[src/shared/rfp_pkg.sv]
`default_nettype none
package rfp_pkg;
  // ==========================================================================
  // Clock and timing.
  localparam int unsigned CLK_MHZ       = 25;
  localparam int unsigned OC_QUAL_NS    = 40000;
  localparam int unsigned REARM_NS      = 46000;
  localparam int unsigned OV_QUAL_NS    = 500;
  localparam int unsigned CLK_PERIOD_NS = 1000 / CLK_MHZ;
  // Least times round up to whole cycles.
  localparam int unsigned OC_QUAL_CYC =
    (OC_QUAL_NS + CLK_PERIOD_NS - 1) / CLK_PERIOD_NS;
  localparam int unsigned REARM_CYC =
    (REARM_NS + CLK_PERIOD_NS - 1) / CLK_PERIOD_NS;
  localparam int unsigned OV_QUAL_CYC =
    (OV_QUAL_NS + CLK_PERIOD_NS - 1) / CLK_PERIOD_NS;

  // ==========================================================================
  // Voltage thresholds in millivolts.
  localparam logic [11:0] OV_MARGIN_HI_MV = 12'h096;
  localparam logic [11:0] OV_MARGIN_LO_MV = 12'h15E;
  localparam logic [11:0] ONE_VOLT_MV     = 12'h3E8;

  localparam int unsigned SET_W  = 3;
  localparam int unsigned CUR_W  = 10;
  localparam int unsigned MV_W   = 12;

  // Over-current threshold as a percentage of the maximum rail current.
  localparam logic [7:0] OC_PCT_TABLE [8] = '{
    8'h6E, 8'h78, 8'h82, 8'h8C, 8'h96, 8'hA0, 8'hAA, 8'hB4};

  typedef enum logic [1:0] {
    RFP_RUN,
    RFP_OV_CLAMP,
    RFP_NEG_PROT
  } rfp_ov_state_t;
endpackage
`default_nettype wire

[src/rtl/rfp_rail_fault_protection.sv]
`timescale 1ns/100ps
`default_nettype none
// Overview of operation
// - Over-current trips after 40 us persistence
// - Over-current ignored during voltage change, soft-start
// - Over-current re-armed 46 us after end alert
// - Over-voltage at target+150mV, or 1V+350mV at or below 1V
// - Over-voltage forces high gates low, low gates high
// - Over-voltage trips after 0.5 us persistence
// - Over-voltage masked, re-armed 46 us after alert
// - Below -0.07V after trip, low gates off
// - Above 0V, trip latch turns low gates on
// - Negative protection only after over-voltage trip
// - Over-current threshold chosen from setting pin one code
module rfp_rail_fault_protection #(
  parameter int unsigned PHASES     = 2,
  parameter int unsigned OC_QUAL    = rfp_pkg::OC_QUAL_CYC,
  parameter int unsigned REARM      = rfp_pkg::REARM_CYC
) (
  input  wire logic                     mclk,
  input  wire logic                     rst,
  input  wire logic                     dynamic_voltage_change,
  input  wire logic                     soft_start,
  input  wire logic                     end_alert,
  input  wire logic [rfp_pkg::SET_W-1:0] rail_setting_pin_one,
  input  wire logic [rfp_pkg::CUR_W-1:0] max_rail_current,
  input  wire logic [rfp_pkg::CUR_W-1:0] rail_current,
  input  wire logic [rfp_pkg::MV_W-1:0]  target_voltage_code,
  input  wire logic [rfp_pkg::MV_W-1:0]  rail_sense_input,
  input  wire logic                     sense_below_neg,
  input  wire logic                     sense_above_zero,
  input  wire logic [PHASES-1:0]        pwm_high,
  input  wire logic [PHASES-1:0]        pwm_low,
  output logic [PHASES-1:0]             high_side_gate,
  output logic [PHASES-1:0]             low_side_gate,
  output logic                          overcurrent_trip,
  output logic                          overvoltage_trip,
  output logic                          negative_voltage_trip
);

  // ==========================================================================
  // Input synchronisers: the first stage feeds only the second.
  logic [4:0] sync1;
  logic [4:0] sync2;
  logic [4:0] next_sync1;
  logic [4:0] next_sync2;
  logic       dvc_s;
  logic       ss_s;
  logic       alert_s;
  logic       neg_s;
  logic       zero_s;
  logic       alert_d;
  logic       next_alert_d;

  always_comb begin
    next_sync1 = {dynamic_voltage_change, soft_start, end_alert,
                  sense_below_neg, sense_above_zero};
    next_sync2 = sync1;
    next_alert_d = alert_s;
  end

  always_ff @(posedge mclk or posedge rst) begin
    if (rst) begin
      sync1   <= '0;
      sync2   <= '0;
      alert_d <= 1'b0;
    end else begin
      sync1   <= next_sync1;
      sync2   <= next_sync2;
      alert_d <= next_alert_d;
    end
  end

  assign {dvc_s, ss_s, alert_s, neg_s, zero_s} = sync2;

  // ==========================================================================
  // Mask and re-arm. Detection stays masked while a change or soft-start
  // runs, and for the hold-off counted from the rising edge of the alert.
  localparam int unsigned RW = $clog2(REARM + 1);
  logic          armed;
  logic          next_armed;
  logic [RW-1:0] rearm_cnt;
  logic [RW-1:0] next_rearm_cnt;
  logic          alert_rise;

  assign alert_rise = alert_s & ~alert_d;

  always_comb begin
    next_armed     = armed;
    next_rearm_cnt = rearm_cnt;
    if (dvc_s || ss_s) begin
      next_armed     = 1'b0;
      next_rearm_cnt = '0;
    end else if (alert_rise) begin
      next_rearm_cnt = RW'(REARM);
    end else if (rearm_cnt != '0) begin
      next_rearm_cnt = rearm_cnt - RW'(1);
      if (rearm_cnt == RW'(1)) begin
        next_armed = 1'b1;
      end
    end
  end

  always_ff @(posedge mclk or posedge rst) begin
    if (rst) begin
      armed     <= 1'b0;
      rearm_cnt <= '0;
    end else begin
      armed     <= next_armed;
      rearm_cnt <= next_rearm_cnt;
    end
  end

  // ==========================================================================
  // Threshold comparison.
  logic [rfp_pkg::CUR_W+7:0] oc_limit_x100;
  logic [rfp_pkg::CUR_W+7:0] cur_x100;
  logic [rfp_pkg::MV_W:0]    ov_limit;
  logic                      live;
  logic                      oc_cond;
  logic                      ov_cond;

  // Masks act on the synchronised levels at once: waiting for armed to fall
  // would leave one cycle in which a running count could still complete.
  always_comb begin
    live = armed && !dvc_s && !ss_s;
    oc_limit_x100 = max_rail_current *
      rfp_pkg::OC_PCT_TABLE[rail_setting_pin_one];
    cur_x100 = rail_current * 8'h64;
    if (target_voltage_code > rfp_pkg::ONE_VOLT_MV) begin
      ov_limit = {1'b0, target_voltage_code} +
                 {1'b0, rfp_pkg::OV_MARGIN_HI_MV};
    end else begin
      ov_limit = {1'b0, rfp_pkg::ONE_VOLT_MV} +
                 {1'b0, rfp_pkg::OV_MARGIN_LO_MV};
    end
    oc_cond = live && (cur_x100 > oc_limit_x100);
    ov_cond = live && ({1'b0, rail_sense_input} > ov_limit);
  end

  // ==========================================================================
  // Qualification timers and latches.
  localparam int unsigned OW = $clog2(OC_QUAL + 1);
  localparam int unsigned VW = $clog2(rfp_pkg::OV_QUAL_CYC + 1);
  logic [OW-1:0] oc_cnt;
  logic [OW-1:0] next_oc_cnt;
  logic [VW-1:0] ov_cnt;
  logic [VW-1:0] next_ov_cnt;
  logic          next_oc_trip;
  rfp_pkg::rfp_ov_state_t ov_state;
  rfp_pkg::rfp_ov_state_t next_ov_state;

  always_comb begin
    next_oc_cnt  = '0;
    next_oc_trip = overcurrent_trip;
    if (oc_cond && !overcurrent_trip) begin
      next_oc_cnt = oc_cnt + OW'(1);
      if (oc_cnt == OW'(OC_QUAL - 1)) begin
        next_oc_trip = 1'b1;
      end
    end
  end

  always_comb begin
    next_ov_cnt   = '0;
    next_ov_state = ov_state;
    unique case (ov_state)
      rfp_pkg::RFP_RUN: begin
        if (ov_cond) begin
          next_ov_cnt = ov_cnt + VW'(1);
          if (ov_cnt == VW'(rfp_pkg::OV_QUAL_CYC - 1)) begin
            next_ov_state = rfp_pkg::RFP_OV_CLAMP;
          end
        end
      end
      rfp_pkg::RFP_OV_CLAMP: begin
        if (neg_s) begin
          next_ov_state = rfp_pkg::RFP_NEG_PROT;
        end
      end
      rfp_pkg::RFP_NEG_PROT: begin
        if (zero_s) begin
          next_ov_state = rfp_pkg::RFP_OV_CLAMP;
        end
      end
      default: next_ov_state = rfp_pkg::RFP_RUN;
    endcase
  end

  always_ff @(posedge mclk or posedge rst) begin
    if (rst) begin
      oc_cnt           <= '0;
      ov_cnt           <= '0;
      overcurrent_trip <= 1'b0;
      ov_state         <= rfp_pkg::RFP_RUN;
    end else begin
      oc_cnt           <= next_oc_cnt;
      ov_cnt           <= next_ov_cnt;
      overcurrent_trip <= next_oc_trip;
      ov_state         <= next_ov_state;
    end
  end

  // ==========================================================================
  // Gate drive. Outputs are registered from the next state, so forced states
  // change on the same clock as the state; pwm levels pass one clock late.
  logic [PHASES-1:0] next_high;
  logic [PHASES-1:0] next_low;
  logic              next_ov_trip;
  logic              next_nv_trip;

  always_comb begin
    next_ov_trip = (next_ov_state != rfp_pkg::RFP_RUN);
    next_nv_trip = (next_ov_state == rfp_pkg::RFP_NEG_PROT);
    next_high    = pwm_high;
    next_low     = pwm_low;
    if (next_nv_trip) begin
      next_high = '0;
      next_low  = '0;
    end else if (next_ov_trip) begin
      next_high = '0;
      next_low  = '1;
    end
  end

  always_ff @(posedge mclk or posedge rst) begin
    if (rst) begin
      high_side_gate        <= '0;
      low_side_gate         <= '0;
      overvoltage_trip      <= 1'b0;
      negative_voltage_trip <= 1'b0;
    end else begin
      high_side_gate        <= next_high;
      low_side_gate         <= next_low;
      overvoltage_trip      <= next_ov_trip;
      negative_voltage_trip <= next_nv_trip;
    end
  end
endmodule
`default_nettype wire

[config.mk]
export PLATFORM = sky130hd
export DESIGN_NAME = rfp_rail_fault_protection
export DESIGN_NICKNAME = d
export VERILOG_FILES = /design/src/shared/rfp_pkg.sv /design/src/rtl/rfp_rail_fault_protection.sv
export SDC_FILE = /design/constraint.sdc
export NUM_CORES = 1
export LEC_CHECK = 0
export BUFFER_PORTS_ARGS = -buffer_cell sky130_fd_sc_hd__buf_2
export CORE_ASPECT_RATIO = 1.1
export CORE_MARGIN = 3
export CORE_UTILIZATION = 35
export CTS_BUF_LIST = sky130_fd_sc_hd__clkbuf_4
export DETAILED_ROUTE_END_ITERATION = 10
export HOLD_SLACK_MARGIN = 0.12
export PLACE_DENSITY_LB_ADDON = 0.15
export SLEW_MARGIN = 0
export SYNTH_ARGS = -nofsm -noshare
export SYNTH_HDL_FRONTEND = slang
export SYNTH_SLANG_ARGS = --single-unit
[constraint.sdc]
create_clock -name mclk -period 1.7 [get_ports mclk]
set_input_delay 0.085 -clock mclk [delete_from_list [all_inputs] [get_ports mclk]]
set_output_delay 0.085 -clock mclk [all_outputs]
set_load 0.005 [all_outputs]
# Word level (Yosys, flattened, before mapping)

Memories as Yosys holds them, arrays and structs flattened.
Cells that the tools add are included.

Register bits: 46
Memory bits (read-only): 64
Output and inout port bits: 7
Logic and storage cells: 73
Memories: 1

$add $sub $neg: 4
Multiply operators: 2
Magnitude comparators: 4
Equality and inequality tests: 7
Muxes and demuxes: 22
Bitwise gates (word level): 3
Reduce and logical (&&, ||, !) cells: 17

Memory list:

| memory          | words | width | read ports | clocked after memory_dff | wr ports | RTL line                         | text |
|---|---|---|---|---|---|---|---|
| (no name shown) | 8     | 8     | 1          | 0                        | 0        | rfp_rail_fault_protection.sv:128 | `rfp_pkg::OC_PCT_TABLE[rail_setting_pin_one];` |

Operators with widths:

| kind                    | count |
|---|---|
| $mux W11                | 3 |
| $gt A17 B18 Y1          | 1 |
| $mul A10 B8 Y18         | 1 |
| $mux W2                 | 8 |
| $mux W8                 | 2 |
| $mul A10 B5 Y15 const B | 1 |
| $add A12 B8 Y13 const B | 1 |
| $gt A12 B13 Y1          | 1 |
| $mux W13                | 1 |
| $gt A12 B10 Y1 const B  | 1 |
| $eq A11 B1 Y1 const B   | 1 |
| $reduce_bool A11 Y1     | 1 |
| $sub A11 B1 Y11 const B | 1 |
| $add A10 B1 Y10 const B | 1 |
| $eq A10 B10 Y1 const B  | 1 |
| $mux W10                | 1 |
| $mux W4                 | 2 |
| $pmux W2 S3             | 1 |
| $reduce_bool A2 Y1      | 3 |
| $logic_and A1 B1 Y1     | 5 |
| $add A4 B1 Y4 const B   | 1 |
| $eq A2 B2 Y1 const B    | 2 |
| $eq A4 B4 Y1 const B    | 1 |
| $ge A4 B4 Y1 const B    | 1 |
| other kinds (12)        | 17 |

# Depth between registers and ports, before layout

Depth in word-level cells: 9
Mapped depth: 27
Depth with buffers taken out: 26

# Worst setup path before layout

Ideal clock, no wire load.

Path type: in2reg
Start: input rail_setting_pin_one[2] (netlist name)
End: register oc_cnt[2]
Data arrival time: 5.628 ns
Data required time: 1.614 ns
Path slack: -4.014 ns
Stages on the path: 24
Path buffers: 3
Path through: clkbuf_1 > nor2_1 > clkbuf_1 > and2_1 > fa_1 > fa_1 > fa_1 > inv_1 > fa_1 > inv_1 > ha_1 > nor3_1 > o2bb2ai_1 > a21oi_1 > a21o_1 > a21oi_1 > xor2_1 > ha_1 > and4_1 > a2111oi_0 > and3_1 > or3_1 > buf_6 > nor3_1

Longest elaborated chain between the ends: 9

RTL lines:

| item                                        | RTL line                         | text |
|---|---|---|
| start, declared                             | rfp_rail_fault_protection.sv:25  | `input wire logic [rfp_pkg::SET_W-1:0] rail_setting_pin_one,` |
| $not A3 Y4 (implied by the code)            | rfp_rail_fault_protection.sv:128 |  |
| $mem_v2 Z8 W8                               | --                               |  |
| $mux W8 (implied by the code) (2 in series) | rfp_rail_fault_protection.sv:128 |  |
| $mul A10 B8 Y18                             | rfp_rail_fault_protection.sv:127 | `oc_limit_x100 = max_rail_current *` |
| $gt A17 B18 Y1                              | rfp_rail_fault_protection.sv:137 | `oc_cond = live && (cur_x100 > oc_limit_x100);` |
| $logic_and A1 B1 Y1                         | rfp_rail_fault_protection.sv:137 |  |
| $logic_and A1 B1 Y1                         | rfp_rail_fault_protection.sv:156 | `if (oc_cond && !overcurrent_trip) begin` |
| $mux W10                                    | rfp_rail_fault_protection.sv:156 |  |
| net next_oc_cnt[2]                          | rfp_rail_fault_protection.sv:146 | `logic [OW-1:0] next_oc_cnt;` |
| end signal, assigned                        | rfp_rail_fault_protection.sv:197 | `oc_cnt <= next_oc_cnt;` |
| end, declared                               | rfp_rail_fault_protection.sv:145 | `logic [OW-1:0] oc_cnt;` |

The timed path passes the listed nets, and every way through them passes these cells. The select of a mux whose other input is x is not followed.
A chain may end at the register's enable or synchronous reset.

# Final worst setup path

Start: input rail_setting_pin_one[1] (netlist name)
End: register overcurrent_trip

Longest elaborated chain between the ends: 9

RTL lines:

| item                                        | RTL line                         | text |
|---|---|---|
| $not A3 Y4 (implied by the code)            | rfp_rail_fault_protection.sv:128 |  |
| $mem_v2 Z8 W8                               | --                               |  |
| $mux W8 (implied by the code) (2 in series) | rfp_rail_fault_protection.sv:128 |  |
| $mul A10 B8 Y18                             | rfp_rail_fault_protection.sv:127 |  |
| $gt A17 B18 Y1                              | rfp_rail_fault_protection.sv:137 |  |
| $logic_and A1 B1 Y1                         | rfp_rail_fault_protection.sv:137 |  |
| $logic_and A1 B1 Y1                         | rfp_rail_fault_protection.sv:156 |  |
| $reduce_and A2 Y1 (no line)                 | --                               |  |
| end signal, assigned                        | rfp_rail_fault_protection.sv:199 | `overcurrent_trip <= next_oc_trip;` |
| end, declared                               | rfp_rail_fault_protection.sv:36  | `output logic overcurrent_trip,` |

Every way passes these cells. The select of a mux whose other input is x is not followed.

==> metrics.md <==
| Metric | Value |
|---|---|
| Syn_nets | `about 890` |
| Max Cap Violations | `0` |
| Initial Utilization | `0.3574` |
| Startpoint types | `input pin` |
| M1 GR Usage | `0.1824` |
| Crit path kind | `in -> reg` |
| Placer congestion estimate | `just over 0.8` |
| Met2 Usage GRT | `0.2904` |
| Die H | `~140 um` |
| Top-count cell post-synth | `ha_1` |
| Wirelength per Cell | `between 10 and 15 um` |
| FF-to-FF setup slack | `-50 ps` |
| H-tree levels | `2` |
| Largest net degree at the start of global routing | `47` |
| Crit path max-delay family | `adder cells` |
| Failing checks | `setup timing` |
| Clock transition at path regs | `140 ps` |
| Router iterations before antenna repair | `7` |
| Buf+Inv Stages, Crit Path | `5` |
| Ys Warns | `0` |
| Layout Nets | `1100` |
| Via density | `around 4.7` |
| First-pass GRT wire length | `between 20000 and 25000 um` |
| CTS Buf Count | `5` |
| Sink Count | `46` |
| Post-Synthesis Cells | `approximately 670` |
| Max Root-Sink Buffers | `2` |
| Core ar. | `0.01708 sq mm` |
| Final setup violation count | `21` |
| Clk_lat worst skew | `approximately 360 ps` |
| Most Frequent Cell on Critical Path | `fa_1` |
| Hold endpoint | `next_sync2[0]` |
| Worst Hold Class | `in -> reg` |
| Critical path peak fanout | `4` |
| IO Port Bufs | `between 60 and 70` |
| Sequential area share after synthesis | `0.1886` |
| RSZ-0062 raised after global routing | `yes` |
| Worst Clk Skew | `between 10 and 15 ps` |
| Die width | `between 100 and 150 um` |
| Pwr dens | `between 1000 and 1500 mW/mm^2` |
| Area share of the largest cell type after synthesis | `0.2316` |
| ANT cells | `0` |
| DRC | `0` |
| P_leak | `0.004269 uW` |
| VDD IR-drop max | `slightly above 0.0006 V` |
| Worst Max-Slew Pin Slew | `563.1 ps` |
| Synth unique cells | `between 50 and 60` |
| Design area | `0.008552 sq mm` |
| Core Rows | `50` |
| Status | `finished, violations left` |
| Setup WS pre-CTS | `-4010 ps` |
| Area leader, netlist | `ha_1` |
| Vias in the first global route | `5622` |
| PnR worst setup slack | `-3477 ps` |
| Mapped Avg Cell Area | `roughly 9.1 sq um` |
| Slowest-stage cell, CP | `or4_1` |
| Routed Antenna Nets | `0` |
| Final HPWL from detailed placement | `11550 um` |
| DP Area | `between 0.007 and 0.008 sq mm` |
| Initial antenna violation count | `0` |
| Fraction of layout cells with a size suffix above 1 | `0.3627` |
| Commonest cells post-synth | `113 x ha_1, 96 x inv_1, 46 x dfrtp_1` |
| Post-synth EDFFs | `0` |
| FF-to-FF End | `high_side_gate[0]` |
| CP Capture Type | `flip-flop` |
| Min Tclk post-route | `5177 ps` |
| Via count | `around 5.3k` |
| Arrival time at the worst endpoint | `approximately 5500 ps` |
| Met3 GRT Util | `0.01287` |
| Setup TNS | `-42090 ps` |
| WP data required | `around 2000 ps` |
| Initial drt markers | `115` |
| Gr usage total | `0.1496` |
| Synthesized area | `roughly 0.006 sq mm` |
| Total routed wirelength | `~14000 um` |
| Worst r2r path cells | `6` |
| WHS | `362.8 ps` |
| Primary FF master, synth | `dfrtp_1` |
| Fmax achieved | `slightly below 0.2 GHz` |
| Die area | `0.01906 sq mm` |
| Final Max Slew Viols | `0` |
| Area contributors post-synth | `ha_1 23%, dfrtp_1 19%, fa_1 15%, inv_1 5.9%, xnor2_1 5.0%` |
| Hold path start | `sense_above_zero` |
| Critical Path Max Stage Delay | `~520 ps` |
| Grt ovf | `0` |
| Final Hold Vio Count | `0` |
| Area growth from synthesis to final layout | `40.09%` |
| # IOs | `65` |
| Core Util, Final | `0.5007` |
| Gr busiest metal | `met2` |
| CTS tree | `yes` |
| Fraction of registers with async set/reset | `1.000` |
| Reg-to-Reg Start | `sync2[3]` |
| Slew headroom | `0.6246` |
| Post-synthesis register bit count | `46` |
| Fin crit share | `3.045` |
| Hold depth | `2` |
| Clock root cell | `clkbuf_4` |
==> worst max path at each step <==
stage | start | to | slack [ps] | cells past startpoint
6_report | rail_setting_pin_one[1] | overcurrent_trip | -3480 | 25
5_1_grt | rail_setting_pin_one[1] | oc_cnt[6] | -3670 | 26
4_1_cts | rail_setting_pin_one[0] | oc_cnt[6] | -3500 | 26
3_5_place_dp | rail_setting_pin_one[0] | overcurrent_trip | -4010 | 24
3_3_place_gp | rail_setting_pin_one[0] | overcurrent_trip | -3960 | 24
2_1_floorplan | rail_setting_pin_one[0] | oc_cnt[9] | -3500 | 25
==> cells in the final DEF (no fill, tap or decap), drive strengths merged, types with 5 or more instances in the layout <==
cell type    count
nor2            29
xnor2           35
nand3           10
a21oi           38
buf            204
o21ai           24
fa              45
dlygate4sd3     10
a21o             8
inv             95
nor3            26
ha             113
nor2b           31
dfrtp           46
nand2b           8
nand4            8
nand2           35
and2            36
and3             9
clkbuf           5
xor2            12
==> timing repair <==
item,CTS,global route
gates cloned,2,0
setup endpoints to repair,27,30
buffers inserted,6,8
hold endpoints to repair,55,0
pin swaps,61,45
hold buffers,10,0
resized for setup,45,35
==> per-layer routing <==
metal | up-vias | routed length, um
met3 | 13 | 272
met2 | 56 | 7398
li1 | 2679 | -
met4 | 0 | 159
met1 | 2549 | 6143
met5 | - | 0
==> sequential cells by signal, indices dropped and copies added (netlist names) <==
signal,cells
ov_state,2
negative_voltage_trip,1
overvoltage_trip,1
overcurrent_trip,1
rearm_cnt,11
sync2,5
low_side_gate,2
alert_d,1
next_sync2,5
oc_cnt,10
armed,1
ov_cnt,4
high_side_gate,2
==> area by class of cell <==
cell class	count	area (sq um)
repair buffers	214	1556
well taps	234	292.8
clock buffers	5	37.54
flip-flops and latches	46	1151
multi-input cells	521	5084
fillers	1638	8527
clock inverters	3	43.79
inverters	96	386.6
==> cells by family (layout without fill, tap and decap cells) <==
logic type	after synthesis	after routing	synth area share
AO/OA/AOI/OAI	98	99	0.1017
AND/OR/NAND/NOR	213	213	0.1900
multiplexers	3	4	0.005124
XOR/XNOR	47	47	0.06743
buffers and inverters	107	318	0.06805
adder cells (fa/ha/maj)	158	158	0.3792
flip-flops	46	46	0.1886
==> power breakdown <==
| part | switching (uW) | internal (uW) |
|---|---|---|
| clock network | 360 | 313 |
| logic | 3300 | 3650 |
| registers | 50.1 | 1200 |
==> stage by stage <==
stage | total power, uW | instances
after floorplan | 5446 | 672
after global placement | 7590 | 1085
after detailed placement | 7705 | 1085
after CTS | 8768 | 1111
after global routing | 9941 | 1119
final | 8877 | 1119
(Power assumes the default switching activity.)
